### config.mk
export PLATFORM = sky130hd
export DESIGN_NAME = converter_control_regs
export DESIGN_NICKNAME = d
export VERILOG_FILES = /design/src/include/conv_regs_pkg.sv /design/src/logic/converter_control_regs.sv
export SDC_FILE = /design/constraint.sdc
export NUM_CORES = 1
export LEC_CHECK = 0
export BUFFER_PORTS_ARGS = -buffer_cell sky130_fd_sc_hd__clkbuf_2
export CAP_MARGIN = 20
export CORE_ASPECT_RATIO = 0.9
export CORE_UTILIZATION = 55
export DETAILED_ROUTE_END_ITERATION = 16
export PLACE_DENSITY = 0.85
export REMOVE_ABC_BUFFERS = 1
export SYNTH_ARGS = -nofsm -noshare
export SYNTH_HDL_FRONTEND = slang
export SYNTH_SLANG_ARGS = --single-unit
### constraint.sdc
create_clock -name aclk -period 4.2 [get_ports aclk]
set_input_delay 0.21 -clock aclk [delete_from_list [all_inputs] [get_ports aclk]]
set_output_delay 0.21 -clock aclk [all_outputs]
set_load 0.005 [all_outputs]
### src/include/conv_regs_pkg.sv
// Register map, field layout, reset values and carrier types of the converter control bank
package conv_regs_pkg;

  // Register indices; byte address is four times the index
  localparam logic [9:0] IDX_BOOST_CONTROL = 10'h0b7;
  localparam logic [9:0] IDX_BOOST_SEQUENCING = 10'h0b8;
  localparam logic [9:0] IDX_THIRD_CONTROL = 10'h0ba;
  localparam logic [9:0] IDX_IRQ_STATUS = 10'h0c0;
  localparam logic [9:0] IDX_IRQ_CLEAR = 10'h0c1;
  localparam logic [9:0] IDX_IRQ_ENABLE = 10'h0c2;

  localparam int ADDR_W = 12;
  localparam int DATA_W = 32;
  localparam int REG_W = 16;
  localparam int IRQ_W = 2;

  // Boost converter control fields
  localparam int C2_TOPOLOGY_BIT = 14;
  localparam int C2_SLEEP_RESP_BIT = 12;
  localparam int C2_SLEEP_SRC_LSB = 8;
  localparam int C2_PEAK_LIMIT_BIT = 6;
  localparam int C2_RAMP_HI_BIT = 4;
  localparam int C2_RAMP_LO_BIT = 3;
  localparam int C2_FEEDBACK_LSB = 0;
  // Sequencing fields
  localparam int C2_FAULT_ACT_LSB = 14;
  localparam int C2_UP_SLOT_LSB = 10;
  localparam int C2_DOWN_SLOT_LSB = 6;
  // Third converter fields
  localparam int C3_OVP_OFF_BIT = 11;
  localparam int C3_FLOAT_BIT = 10;
  localparam int C3_VOLT_LSB = 0;

  // Implemented bits per register
  localparam logic [15:0] MASK_BOOST_CONTROL = 16'h535b;
  localparam logic [15:0] MASK_BOOST_SEQUENCING = 16'hffc0;
  localparam logic [15:0] MASK_THIRD_CONTROL = 16'h0c7f;

  localparam logic [15:0] RST_BOOST_CONTROL = 16'h0018;
  localparam logic [15:0] RST_BOOST_SEQUENCING = 16'h0000;
  localparam logic [6:0] RST_THIRD_VOLT = 7'h00;

  localparam logic [1:0] FB_INTERNAL_DIVIDER = 2'h3;
  localparam logic [1:0] RAMP_LOWEST = 2'h3;
  localparam logic [1:0] FAULT_IGNORE = 2'h0;
  localparam logic [1:0] FAULT_CONV_OFF = 2'h1;
  localparam logic [3:0] SLOT_NEVER = 4'h0;
  localparam logic [3:0] SLOT_ALL_ONES = 4'hf;
  localparam logic [6:0] VOLT_CODE_MAX = 7'h66;

  localparam int IRQ_FAULT = 0;
  localparam int IRQ_SLEEP = 1;

  localparam logic [1:0] RESP_OKAY = 2'h0;
  localparam logic [1:0] RESP_SLVERR = 2'h2;

  typedef struct packed {
    logic switch_mode;
    logic sleep_selected;
    logic output_disabled;
    logic low_peak_limit;
    logic [1:0] ramp_range;
    logic [1:0] feedback_source;
    logic [3:0] up_slot;
    logic up_never;
    logic up_on_active;
    logic [3:0] down_slot;
    logic down_on_off_entry;
    logic shutdown_converter;
    logic shutdown_system;
  } conv2_ctrl_t;

  typedef struct packed {
    logic overvolt_protect_en;
    logic discharge_en;
    logic [6:0] voltage_code;
  } conv3_ctrl_t;

endpackage

### src/logic/converter_control_regs.sv
// Converter control register bank with AXI4-Lite slave and fault interrupt
//
// Local design decision: register access over AXI4-Lite.
`timescale 1ns/1ns
// Operation
// - bit 14 picks boost or switch mode
// - bit 12: sleep keeps running or disables
// - bits 9:8 choose sleep source
// - hibernate pin input forces sleep selection
// - bit 6 chooses high or low peak
// - bits 4:3 pick compensation ramp range
// - feedback code 11 forces lowest ramp
// - bits 1:0 choose feedback source
// - bits 15:14 choose fault action
// - every fault edge sets the status flag, even ignored; irq only when enabled
// - bits 13:10 schedule power-up slot
// - bits 9:6 schedule power-down slot
// - bit 11 disables over-voltage protection
// - bit 10 discharge or float when off
// - bits 6:0 voltage code, 25mV steps
module converter_control_regs
  import conv_regs_pkg::*;
(
  input wire logic aclk,
  input wire logic aresetn,
  input wire logic [ADDR_W-1:0] s_axi_awaddr,
  input wire logic [2:0] s_axi_awprot,
  input wire logic s_axi_awvalid,
  output logic s_axi_awready,
  input wire logic [DATA_W-1:0] s_axi_wdata,
  input wire logic [3:0] s_axi_wstrb,
  input wire logic s_axi_wvalid,
  output logic s_axi_wready,
  output logic [1:0] s_axi_bresp,
  output logic s_axi_bvalid,
  input wire logic s_axi_bready,
  input wire logic [ADDR_W-1:0] s_axi_araddr,
  input wire logic [2:0] s_axi_arprot,
  input wire logic s_axi_arvalid,
  output logic s_axi_arready,
  output logic [DATA_W-1:0] s_axi_rdata,
  output logic [1:0] s_axi_rresp,
  output logic s_axi_rvalid,
  input wire logic s_axi_rready,
  input wire logic state_machine_reset,
  input wire logic hibernate_reg_bit,
  input wire logic low_power_input_one,
  input wire logic low_power_input_two,
  input wire logic low_power_input_three,
  input wire logic gpio_hibernate_in,
  input wire logic conv2_fault,
  output conv2_ctrl_t conv2_ctrl,
  output conv3_ctrl_t conv3_ctrl,
  output logic irq
);

  typedef struct packed {
    logic [REG_W-1:0] boost_control;
    logic [REG_W-1:0] boost_sequencing;
    logic [REG_W-1:0] third_control;
    logic [IRQ_W-1:0] status;
    logic [IRQ_W-1:0] enable;
    logic fault_prev;
    logic sleep_prev;
    logic aw_got;
    logic w_got;
    logic [9:0] waddr;
    logic [DATA_W-1:0] wdata;
    logic [3:0] wstrb;
    logic awready;
    logic wready;
    logic bvalid;
    logic [1:0] bresp;
    logic arready;
    logic rvalid;
    logic [DATA_W-1:0] rdata;
    logic [1:0] rresp;
    logic irq;
    conv2_ctrl_t c2;
    conv3_ctrl_t c3;
  } state_t;

  state_t s;
  state_t next_s;

  // Byte-lane merge restricted to implemented bits
  function automatic logic [REG_W-1:0] merge(input logic [REG_W-1:0] old, input logic [DATA_W-1:0] d,
                                              input logic [3:0] strb, input logic [REG_W-1:0] mask);
    logic [REG_W-1:0] r;
    r = old;
    if (strb[0])
    begin
      r[7:0] = d[7:0];
    end
    if (strb[1])
    begin
      r[15:8] = d[15:8];
    end
    return r & mask;
  endfunction

  function automatic logic mapped(input logic [9:0] idx);
    return idx == IDX_BOOST_CONTROL || idx == IDX_BOOST_SEQUENCING || idx == IDX_THIRD_CONTROL ||
           idx == IDX_IRQ_STATUS || idx == IDX_IRQ_CLEAR || idx == IDX_IRQ_ENABLE;
  endfunction

  logic sleep_src;
  logic sleep_sel;
  logic fault_edge;
  logic [1:0] fault_act;
  logic [9:0] ridx;
  logic [3:0] up_slot;
  logic [3:0] down_slot;
  logic [IRQ_W-1:0] clr;
  logic [IRQ_W-1:0] events;

  always_comb
  begin
    next_s = s;
    clr = '0;
    ridx = s_axi_araddr[ADDR_W-1:2];

    // Write address and data are taken independently, in either order
    if (s_axi_awvalid && s.awready)
    begin
      next_s.aw_got = 1'b1;
      next_s.awready = 1'b0;
      next_s.waddr = s_axi_awaddr[ADDR_W-1:2];
    end
    if (s_axi_wvalid && s.wready)
    begin
      next_s.w_got = 1'b1;
      next_s.wready = 1'b0;
      next_s.wdata = s_axi_wdata;
      next_s.wstrb = s_axi_wstrb;
    end
    if (s.aw_got && s.w_got)
    begin
      next_s.aw_got = 1'b0;
      next_s.w_got = 1'b0;
      next_s.bvalid = 1'b1;
      next_s.bresp = mapped(s.waddr) ? RESP_OKAY : RESP_SLVERR;
      case (s.waddr)
        IDX_BOOST_CONTROL:
          next_s.boost_control = merge(s.boost_control, s.wdata, s.wstrb, MASK_BOOST_CONTROL);
        IDX_BOOST_SEQUENCING:
          next_s.boost_sequencing = merge(s.boost_sequencing, s.wdata, s.wstrb, MASK_BOOST_SEQUENCING);
        IDX_THIRD_CONTROL:
          next_s.third_control = merge(s.third_control, s.wdata, s.wstrb, MASK_THIRD_CONTROL);
        IDX_IRQ_CLEAR:
          clr = s.wstrb[0] ? s.wdata[IRQ_W-1:0] : '0;
        IDX_IRQ_ENABLE:
          next_s.enable = s.wstrb[0] ? s.wdata[IRQ_W-1:0] : s.enable;
        default:
          next_s.bresp = next_s.bresp;
      endcase
    end
    if (s.bvalid && s_axi_bready)
    begin
      next_s.bvalid = 1'b0;
      next_s.awready = 1'b1;
      next_s.wready = 1'b1;
    end

    if (s_axi_arvalid && s.arready)
    begin
      next_s.arready = 1'b0;
      next_s.rvalid = 1'b1;
      next_s.rresp = mapped(ridx) ? RESP_OKAY : RESP_SLVERR;
      case (ridx)
        IDX_BOOST_CONTROL: next_s.rdata = {16'h0000, s.boost_control};
        IDX_BOOST_SEQUENCING: next_s.rdata = {16'h0000, s.boost_sequencing};
        IDX_THIRD_CONTROL: next_s.rdata = {16'h0000, s.third_control};
        IDX_IRQ_STATUS: next_s.rdata = {30'h0, s.status};
        IDX_IRQ_ENABLE: next_s.rdata = {30'h0, s.enable};
        default: next_s.rdata = 32'h00000000;
      endcase
    end
    if (s.rvalid && s_axi_rready)
    begin
      next_s.rvalid = 1'b0;
      next_s.arready = 1'b1;
    end

    // Power state machine reset restores the fields, over any write in flight
    if (state_machine_reset)
    begin
      next_s.boost_control = RST_BOOST_CONTROL;
      next_s.boost_sequencing = RST_BOOST_SEQUENCING;
      next_s.third_control = {9'h000, RST_THIRD_VOLT};
    end

    case (s.boost_control[C2_SLEEP_SRC_LSB +: 2])
      2'h0: sleep_src = hibernate_reg_bit;
      2'h1: sleep_src = low_power_input_one;
      2'h2: sleep_src = low_power_input_two;
      default: sleep_src = low_power_input_three;
    endcase
    sleep_sel = sleep_src | gpio_hibernate_in;

    // Faults are taken on their rising edge
    fault_edge = conv2_fault & ~s.fault_prev;
    fault_act = s.boost_sequencing[C2_FAULT_ACT_LSB +: 2];
    next_s.fault_prev = conv2_fault;
    next_s.sleep_prev = sleep_sel;

    events = '0;
    events[IRQ_FAULT] = fault_edge;
    events[IRQ_SLEEP] = sleep_sel & ~s.sleep_prev;
    // New events win over a clear in the same cycle
    next_s.status = (s.status & ~clr) | events;
    next_s.irq = |(next_s.status & next_s.enable);

    next_s.c2.switch_mode = s.boost_control[C2_TOPOLOGY_BIT];
    next_s.c2.sleep_selected = sleep_sel;
    next_s.c2.output_disabled = sleep_sel & s.boost_control[C2_SLEEP_RESP_BIT];
    next_s.c2.low_peak_limit = s.boost_control[C2_PEAK_LIMIT_BIT];
    next_s.c2.feedback_source = s.boost_control[C2_FEEDBACK_LSB +: 2];
    if (s.boost_control[C2_FEEDBACK_LSB +: 2] == FB_INTERNAL_DIVIDER)
    begin
      next_s.c2.ramp_range = RAMP_LOWEST;
    end
    else
    begin
      next_s.c2.ramp_range = {s.boost_control[C2_RAMP_HI_BIT], s.boost_control[C2_RAMP_LO_BIT]};
    end
    up_slot = s.boost_sequencing[C2_UP_SLOT_LSB +: 4];
    down_slot = s.boost_sequencing[C2_DOWN_SLOT_LSB +: 4];
    next_s.c2.up_slot = up_slot;
    next_s.c2.up_never = up_slot == SLOT_NEVER;
    next_s.c2.up_on_active = up_slot == SLOT_ALL_ONES;
    next_s.c2.down_slot = down_slot;
    next_s.c2.down_on_off_entry = down_slot == SLOT_NEVER || down_slot == SLOT_ALL_ONES;
    // Reserved action code shuts the system down like code 10
    next_s.c2.shutdown_converter = fault_edge && fault_act == FAULT_CONV_OFF;
    next_s.c2.shutdown_system = fault_edge && fault_act[1];

    next_s.c3.overvolt_protect_en = ~s.third_control[C3_OVP_OFF_BIT];
    next_s.c3.discharge_en = ~s.third_control[C3_FLOAT_BIT];
    // Codes above the top step are held at the maximum output
    if (s.third_control[C3_VOLT_LSB +: 7] > VOLT_CODE_MAX)
    begin
      next_s.c3.voltage_code = VOLT_CODE_MAX;
    end
    else
    begin
      next_s.c3.voltage_code = s.third_control[C3_VOLT_LSB +: 7];
    end
  end

  always_ff @(posedge aclk)
  begin
    if (!aresetn)
    begin
      s <= '0;
      s.boost_control <= RST_BOOST_CONTROL;
      s.boost_sequencing <= RST_BOOST_SEQUENCING;
      s.third_control <= {9'h000, RST_THIRD_VOLT};
      s.awready <= 1'b1;
      s.wready <= 1'b1;
      s.arready <= 1'b1;
      s.c2.ramp_range <= RAMP_LOWEST;
      s.c2.up_never <= 1'b1;
      s.c2.down_on_off_entry <= 1'b1;
      s.c3.overvolt_protect_en <= 1'b1;
      s.c3.discharge_en <= 1'b1;
      s.c3.voltage_code <= RST_THIRD_VOLT;
    end
    else
    begin
      s <= next_s;
    end
  end

  assign s_axi_awready = s.awready;
  assign s_axi_wready = s.wready;
  assign s_axi_bvalid = s.bvalid;
  assign s_axi_bresp = s.bresp;
  assign s_axi_arready = s.arready;
  assign s_axi_rvalid = s.rvalid;
  assign s_axi_rdata = s.rdata;
  assign s_axi_rresp = s.rresp;
  assign conv2_ctrl = s.c2;
  assign conv3_ctrl = s.c3;
  assign irq = s.irq;

endmodule // converter_control_regs

* Word level (Yosys, flattened, before mapping) *
Index checks and enable logic that the tools add are counted.

word-level totals
  output and inout bits = 72
  input bits = 80
  bits in registers = 135

cells by class
  multiplexer cells = 11
  bitwise logic cells = 13
  $lt $le $gt $ge = 1
  reduce and logical (&&, ||, !) cells = 35
  equality and inequality tests = 18

operators by type and width
  operator                                                          number
  10-bit by 8-bit == test with 1-bit output, second input constant  12
  16-bit case mux with 5 select lines                               1
  3-bit AND reduction                                               6
  2-bit two-way mux                                                 8
  2-bit OR reduction                                                7
  1-bit logical OR                                                  11
  4-bit == test, second input constant                              2
  1-bit logical AND                                                 8
  4-bit zero test                                                   2
  7-bit > comparator, second input constant                         1
  7-bit two-way mux                                                 1
  1-bit NOT                                                         5
  2-bit bitwise AND                                                 2
  2-bit by 1-bit == test with 1-bit output, second input constant   2
  2-bit == test, second input constant                              2
  1-bit bitwise AND                                                 3
  1-bit case mux with 3 select lines                                1
  2-bit zero test                                                   1
  2-bit NOT                                                         1
  2-bit OR                                                          1
  1-bit OR                                                          1

* Depth between registers and ports, before layout *
  word-level depth = 8
  gate-level depth with buffers = 6
  mapped depth without buffers = 5

* Least setup slack after synthesis *
Ideal clock, no wire load.

  kind = flip-flop to flip-flop
  start point = register s[110] (netlist name)
  end point = register s[122] (netlist name)
  cell stages (with the launch flop) = 6
  setup slack = 2.468 ns
  setup time = 0.113 ns
  arrival time = 1.619 ns
  data required time = 4.087 ns
  path through = dfxtp_1 nor4_2 nand3_1 or4_4 mux2_4 and2_4

on the way
  cells in the longest elaborated chain, start to end = 3

RTL lines
  what                                       line                           RTL
  start, declared                            converter_control_regs.sv:83   state_t s;
  start signal, assigned                     converter_control_regs.sv:271  s <= next_s;
  10-bit by 8-bit == test with 1-bit output  converter_control_regs.sv:143  case (s.waddr)
  2-bit two-way mux                          converter_control_regs.sv:143
  2-bit two-way mux                          converter_control_regs.sv:137  if (s.aw_got && s.w_got)

Every way passes these cells.
A chain may end at the register's enable or synchronous reset.

* Final worst setup path *
  start point = register s[108] (netlist name)
  end point = register s, in the netlist down_slot[0]

on the way
  cells in the longest elaborated chain, start to end = 2

RTL lines
  what                                       line
  10-bit by 8-bit == test with 1-bit output  converter_control_regs.sv:143
  3-bit AND reduction (no line)              -

Every way passes these cells.

==> results.sh <==
export IMPL_hold_slack_ns=0.0375
export IMPL_yosys_top_cells_area="dfxtp_1 47%, buf_4 9.9%, mux2i_1 7.0%, nand2_1 6.1%, a21boi_0 5.7%"
export IMPL_crit_required_ns=4.56
export IMPL_drv_cap=0
export IMPL_drv_slew=0
export IMPL_clockRootBuffer="clkbuf_8"
export IMPL_synth_main_ff_cell="dfxtp_1"
export IMPL_io_pins=152
export IMPL_status="finished clean"
export IMPL_hold_class="primary input to flop"
export IMPL_cp_end_kind="flop"
export IMPL_firstDrtPassIters=5
export IMPL_setup_ws_ns=2.27
export IMPL_ant_nets=0
export IMPL_final_cell_mix="117 x dfxtp_1, 105 x clkbuf_2, 82 x nand2_1"
export IMPL_vias=3950
export IMPL_viasPerCell=5.21
export IMPL_ir_worst_vdd_v=0.000270
export IMPL_avgSynthCellArea_um2=9.27
export IMPL_globalRouteOverflowTotal=0
export IMPL_final_util=0.708
export IMPL_drt_iter0_drc=157
export IMPL_worst_path_buf_inv=0
export IMPL_cellPowerDensity_nw_per_um2=466
export IMPL_final_common_cell="dfxtp_1"
export IMPL_grt_pass1_wl_um=17600
export IMPL_port_buffers=105
export IMPL_worstSkewPairLatency_ns=0.50
export IMPL_post_drt_wl_per_cell_um=14.3
export IMPL_cts_tree="done"
export IMPL_crit_chain="nor3b_1 -> nand3_1 -> nor3_1 -> mux2i_1 -> nor2_1"
export IMPL_synth_xor_area_frac=0
export IMPL_synth_compound_area_share=0.112
export IMPL_arrival_ns=2.29
export IMPL_routed_wl_um=10800
export IMPL_core_area_um2=8730
export IMPL_grt_max_degree=45
export IMPL_cts_resized=0
export IMPL_fp_dieH_um=92.6
export IMPL_synth_edff_count=0
export IMPL_post_cts_setup_buffers=0
export IMPL_syn_inst=541
export IMPL_fill_cells=659
export IMPL_diodes=0
export IMPL_cts_buffer_depth=2
export IMPL_syn_to_final_growth_pct=23.1
export IMPL_die_w_um=103
export IMPL_slowest_stage="nor3_1"
export IMPL_yosysTopAreaCell="dfxtp_1"
export IMPL_critPathMaxFanout=7
export IMPL_cts_made_buffers=17
export IMPL_drive_gt1_frac=0.230
export IMPL_yosysTopAreaCellShare=0.467
export IMPL_clock_sinks=117
export IMPL_synth_seq_cells=117
export IMPL_grt_setup_unrepaired="no"
export IMPL_async_flop_share=0
export IMPL_crit_path_max_incr_delay_ns=0.55
export IMPL_path_clk_slew_ns=0.05
export IMPL_critical_path_top_delay_family="simple AND/OR/NAND/NOR gates"
export IMPL_p_leak_uw=0.00261
export IMPL_hpwl_um=7320
export IMPL_fin_crit_ns=1.93
export IMPL_worst_setup_path_start_kind="flop"
export IMPL_grt_pass1_vias=3795
export IMPL_dieArea_um2=9510
export IMPL_ys_warnings_count=0
export IMPL_slew_limit_headroom=0.428
export IMPL_muxShareOfSynthArea=0.0773
export IMPL_post_place_ws_ns=2.24
export IMPL_fp_row_count=32
export IMPL_finalClockSkew_ns=0.00557
export IMPL_fmax_mhz=519
export IMPL_fin_crit_sh=0.459
export IMPL_synthAdderAreaFrac=0
export IMPL_path_class="flop to flop"
export IMPL_finalSetupViolCount=0
export IMPL_antenna_found_initial=0
export IMPL_layout_nets=707
export IMPL_htree_levels=4
export IMPL_synth_area_um2=5020
export IMPL_setup_tns_ns=0
export IMPL_drc_errors=0
export IMPL_start_util=0.575
export IMPL_synth_top_family_by_area="simple AND/OR/NAND/NOR gates"
export IMPL_synthDistinctLibCells=54
export IMPL_grt_util_all_layers=0.240
export IMPL_yosys_area_share_simple=0.220
export IMPL_hold_violations=0
export IMPL_gp_congestion=0.785
export IMPL_ys_seq_area_frac=0.467
export IMPL_tightestPinTransition_ns=0.855
==> flip-flops by register name (all words and copies together) (netlist names) <==
signal,cells
s,49
conv2_ctrl,21
s_axi_rdata,16
conv3_ctrl,9
next_s,8
down_slot,4
fault_act,2
irq,1
s_axi_arready,1
s_axi_awready,1
s_axi_bresp,1
s_axi_bvalid,1
s_axi_rresp,1
s_axi_rvalid,1
s_axi_wready,1
==> worst min-delay path, delay by kind of cell <==
| kind | cells | cell delay (ns) |
|---|---|---|
| AND/OR/NAND/NOR | 1 | 0.14 |
| buffers and inverters | 1 | 0.09 |
| multiplexers | 1 | 0.05 |
==> synthesized netlist by cell type, types with 2 or more instances <==
master    count
dfxtp_1     117
nand2_1      82
buf_4        66
a21boi_0     38
mux2i_1      35
nor2_1       31
and2_1       25
clkbuf_1     21
nand3_1      12
nor2b_1      11
and3_1        8
o21ai_0       8
a22oi_1       7
inv_1         6
nor3_1        6
nor3b_1       6
a21oi_1       4
and3b_1       4
nand2b_1      4
o31ai_1       4
o21a_1        3
o22a_1        3
a211o_1       2
buf_1         2
buf_2         2
nand3b_1      2
nand4_1       2
nor4b_1       2
o211ai_1      2
or3_1         2
==> path summary, 6_finish.rpt <==
| path | start | end | slack, ns | cells after the start |
|---|---|---|---|---|
| setup reg to reg | s[108] | down_slot[0] | 2.27 | 5 |
| hold reg to reg | s[136] | conv3_ctrl[7] | 0.41 | 1 |
| setup / recovery | s[108] | down_slot[0] | 2.27 | 5 |
| hold / removal | s_axi_bready | s_axi_bvalid | 0.04 | 3 |
==> metal layers <==
layer  share of wire  track usage  up-vias
li1                -            -     1924
met1            0.45        0.295     1876
met2            0.48        0.399      133
met3           0.062       0.0649       17
met4           0.014       0.0905        0
met5               0            0        -
==> cells by family (layout without fill, tap and decap cells) <==
| kind of cell | after synthesis | count (layout) |
|---|---|---|
| multiplexers | 37 | 37 |
| AO/OA/AOI/OAI | 77 | 77 |
| buffers and inverters | 97 | 178 |
| flip-flops | 117 | 117 |
| other | 1 | 18 |
| AND/OR/NAND/NOR | 212 | 212 |
==> area by class of cell <==
| cell class | instances | area [um2] | share of cell area |
|---|---|---|---|
| Clock inverter | 7 | 166 | 0.0269 |
| Sequential cell | 117 | 2340 | 0.379 |
| Multi-Input combinational cell | 344 | 2120 | 0.344 |
| Tap cell | 119 | 149 | 0.0241 |
| Timing Repair Buffer | 141 | 881 | 0.143 |
| Inverter | 6 | 22.5 | 0.00365 |
| Clock buffer | 24 | 490 | 0.0794 |
==> where the power goes <==
part / switching (uW) / leakage [uW] / internal, uW
Clock: 467 / 0.000318 / 1100
Sequential: 22.1 / 0.000950 / 1140
Combinational: 80.8 / 0.00134 / 73.7
==> through the flow <==
step                      instance area [um2]  total power (uW)  cells
after floorplan                          4490              1240    467
after global placement                   5180              1300    693
after detailed placement                 5180              1310    693
after CTS                                6180              2900    758
after global routing                     6180              2970    758
final                                    6180              2880    758
==> what timing repair did <==
| item | CTS | global route |
|---|---|---|
| endpoints found under the setup margin | 0 | 0 |
| hold buffers | 34 | 0 |
| endpoints found under the hold margin | 34 | 0 |
Note: power is estimated with default switching activity, not from simulation.
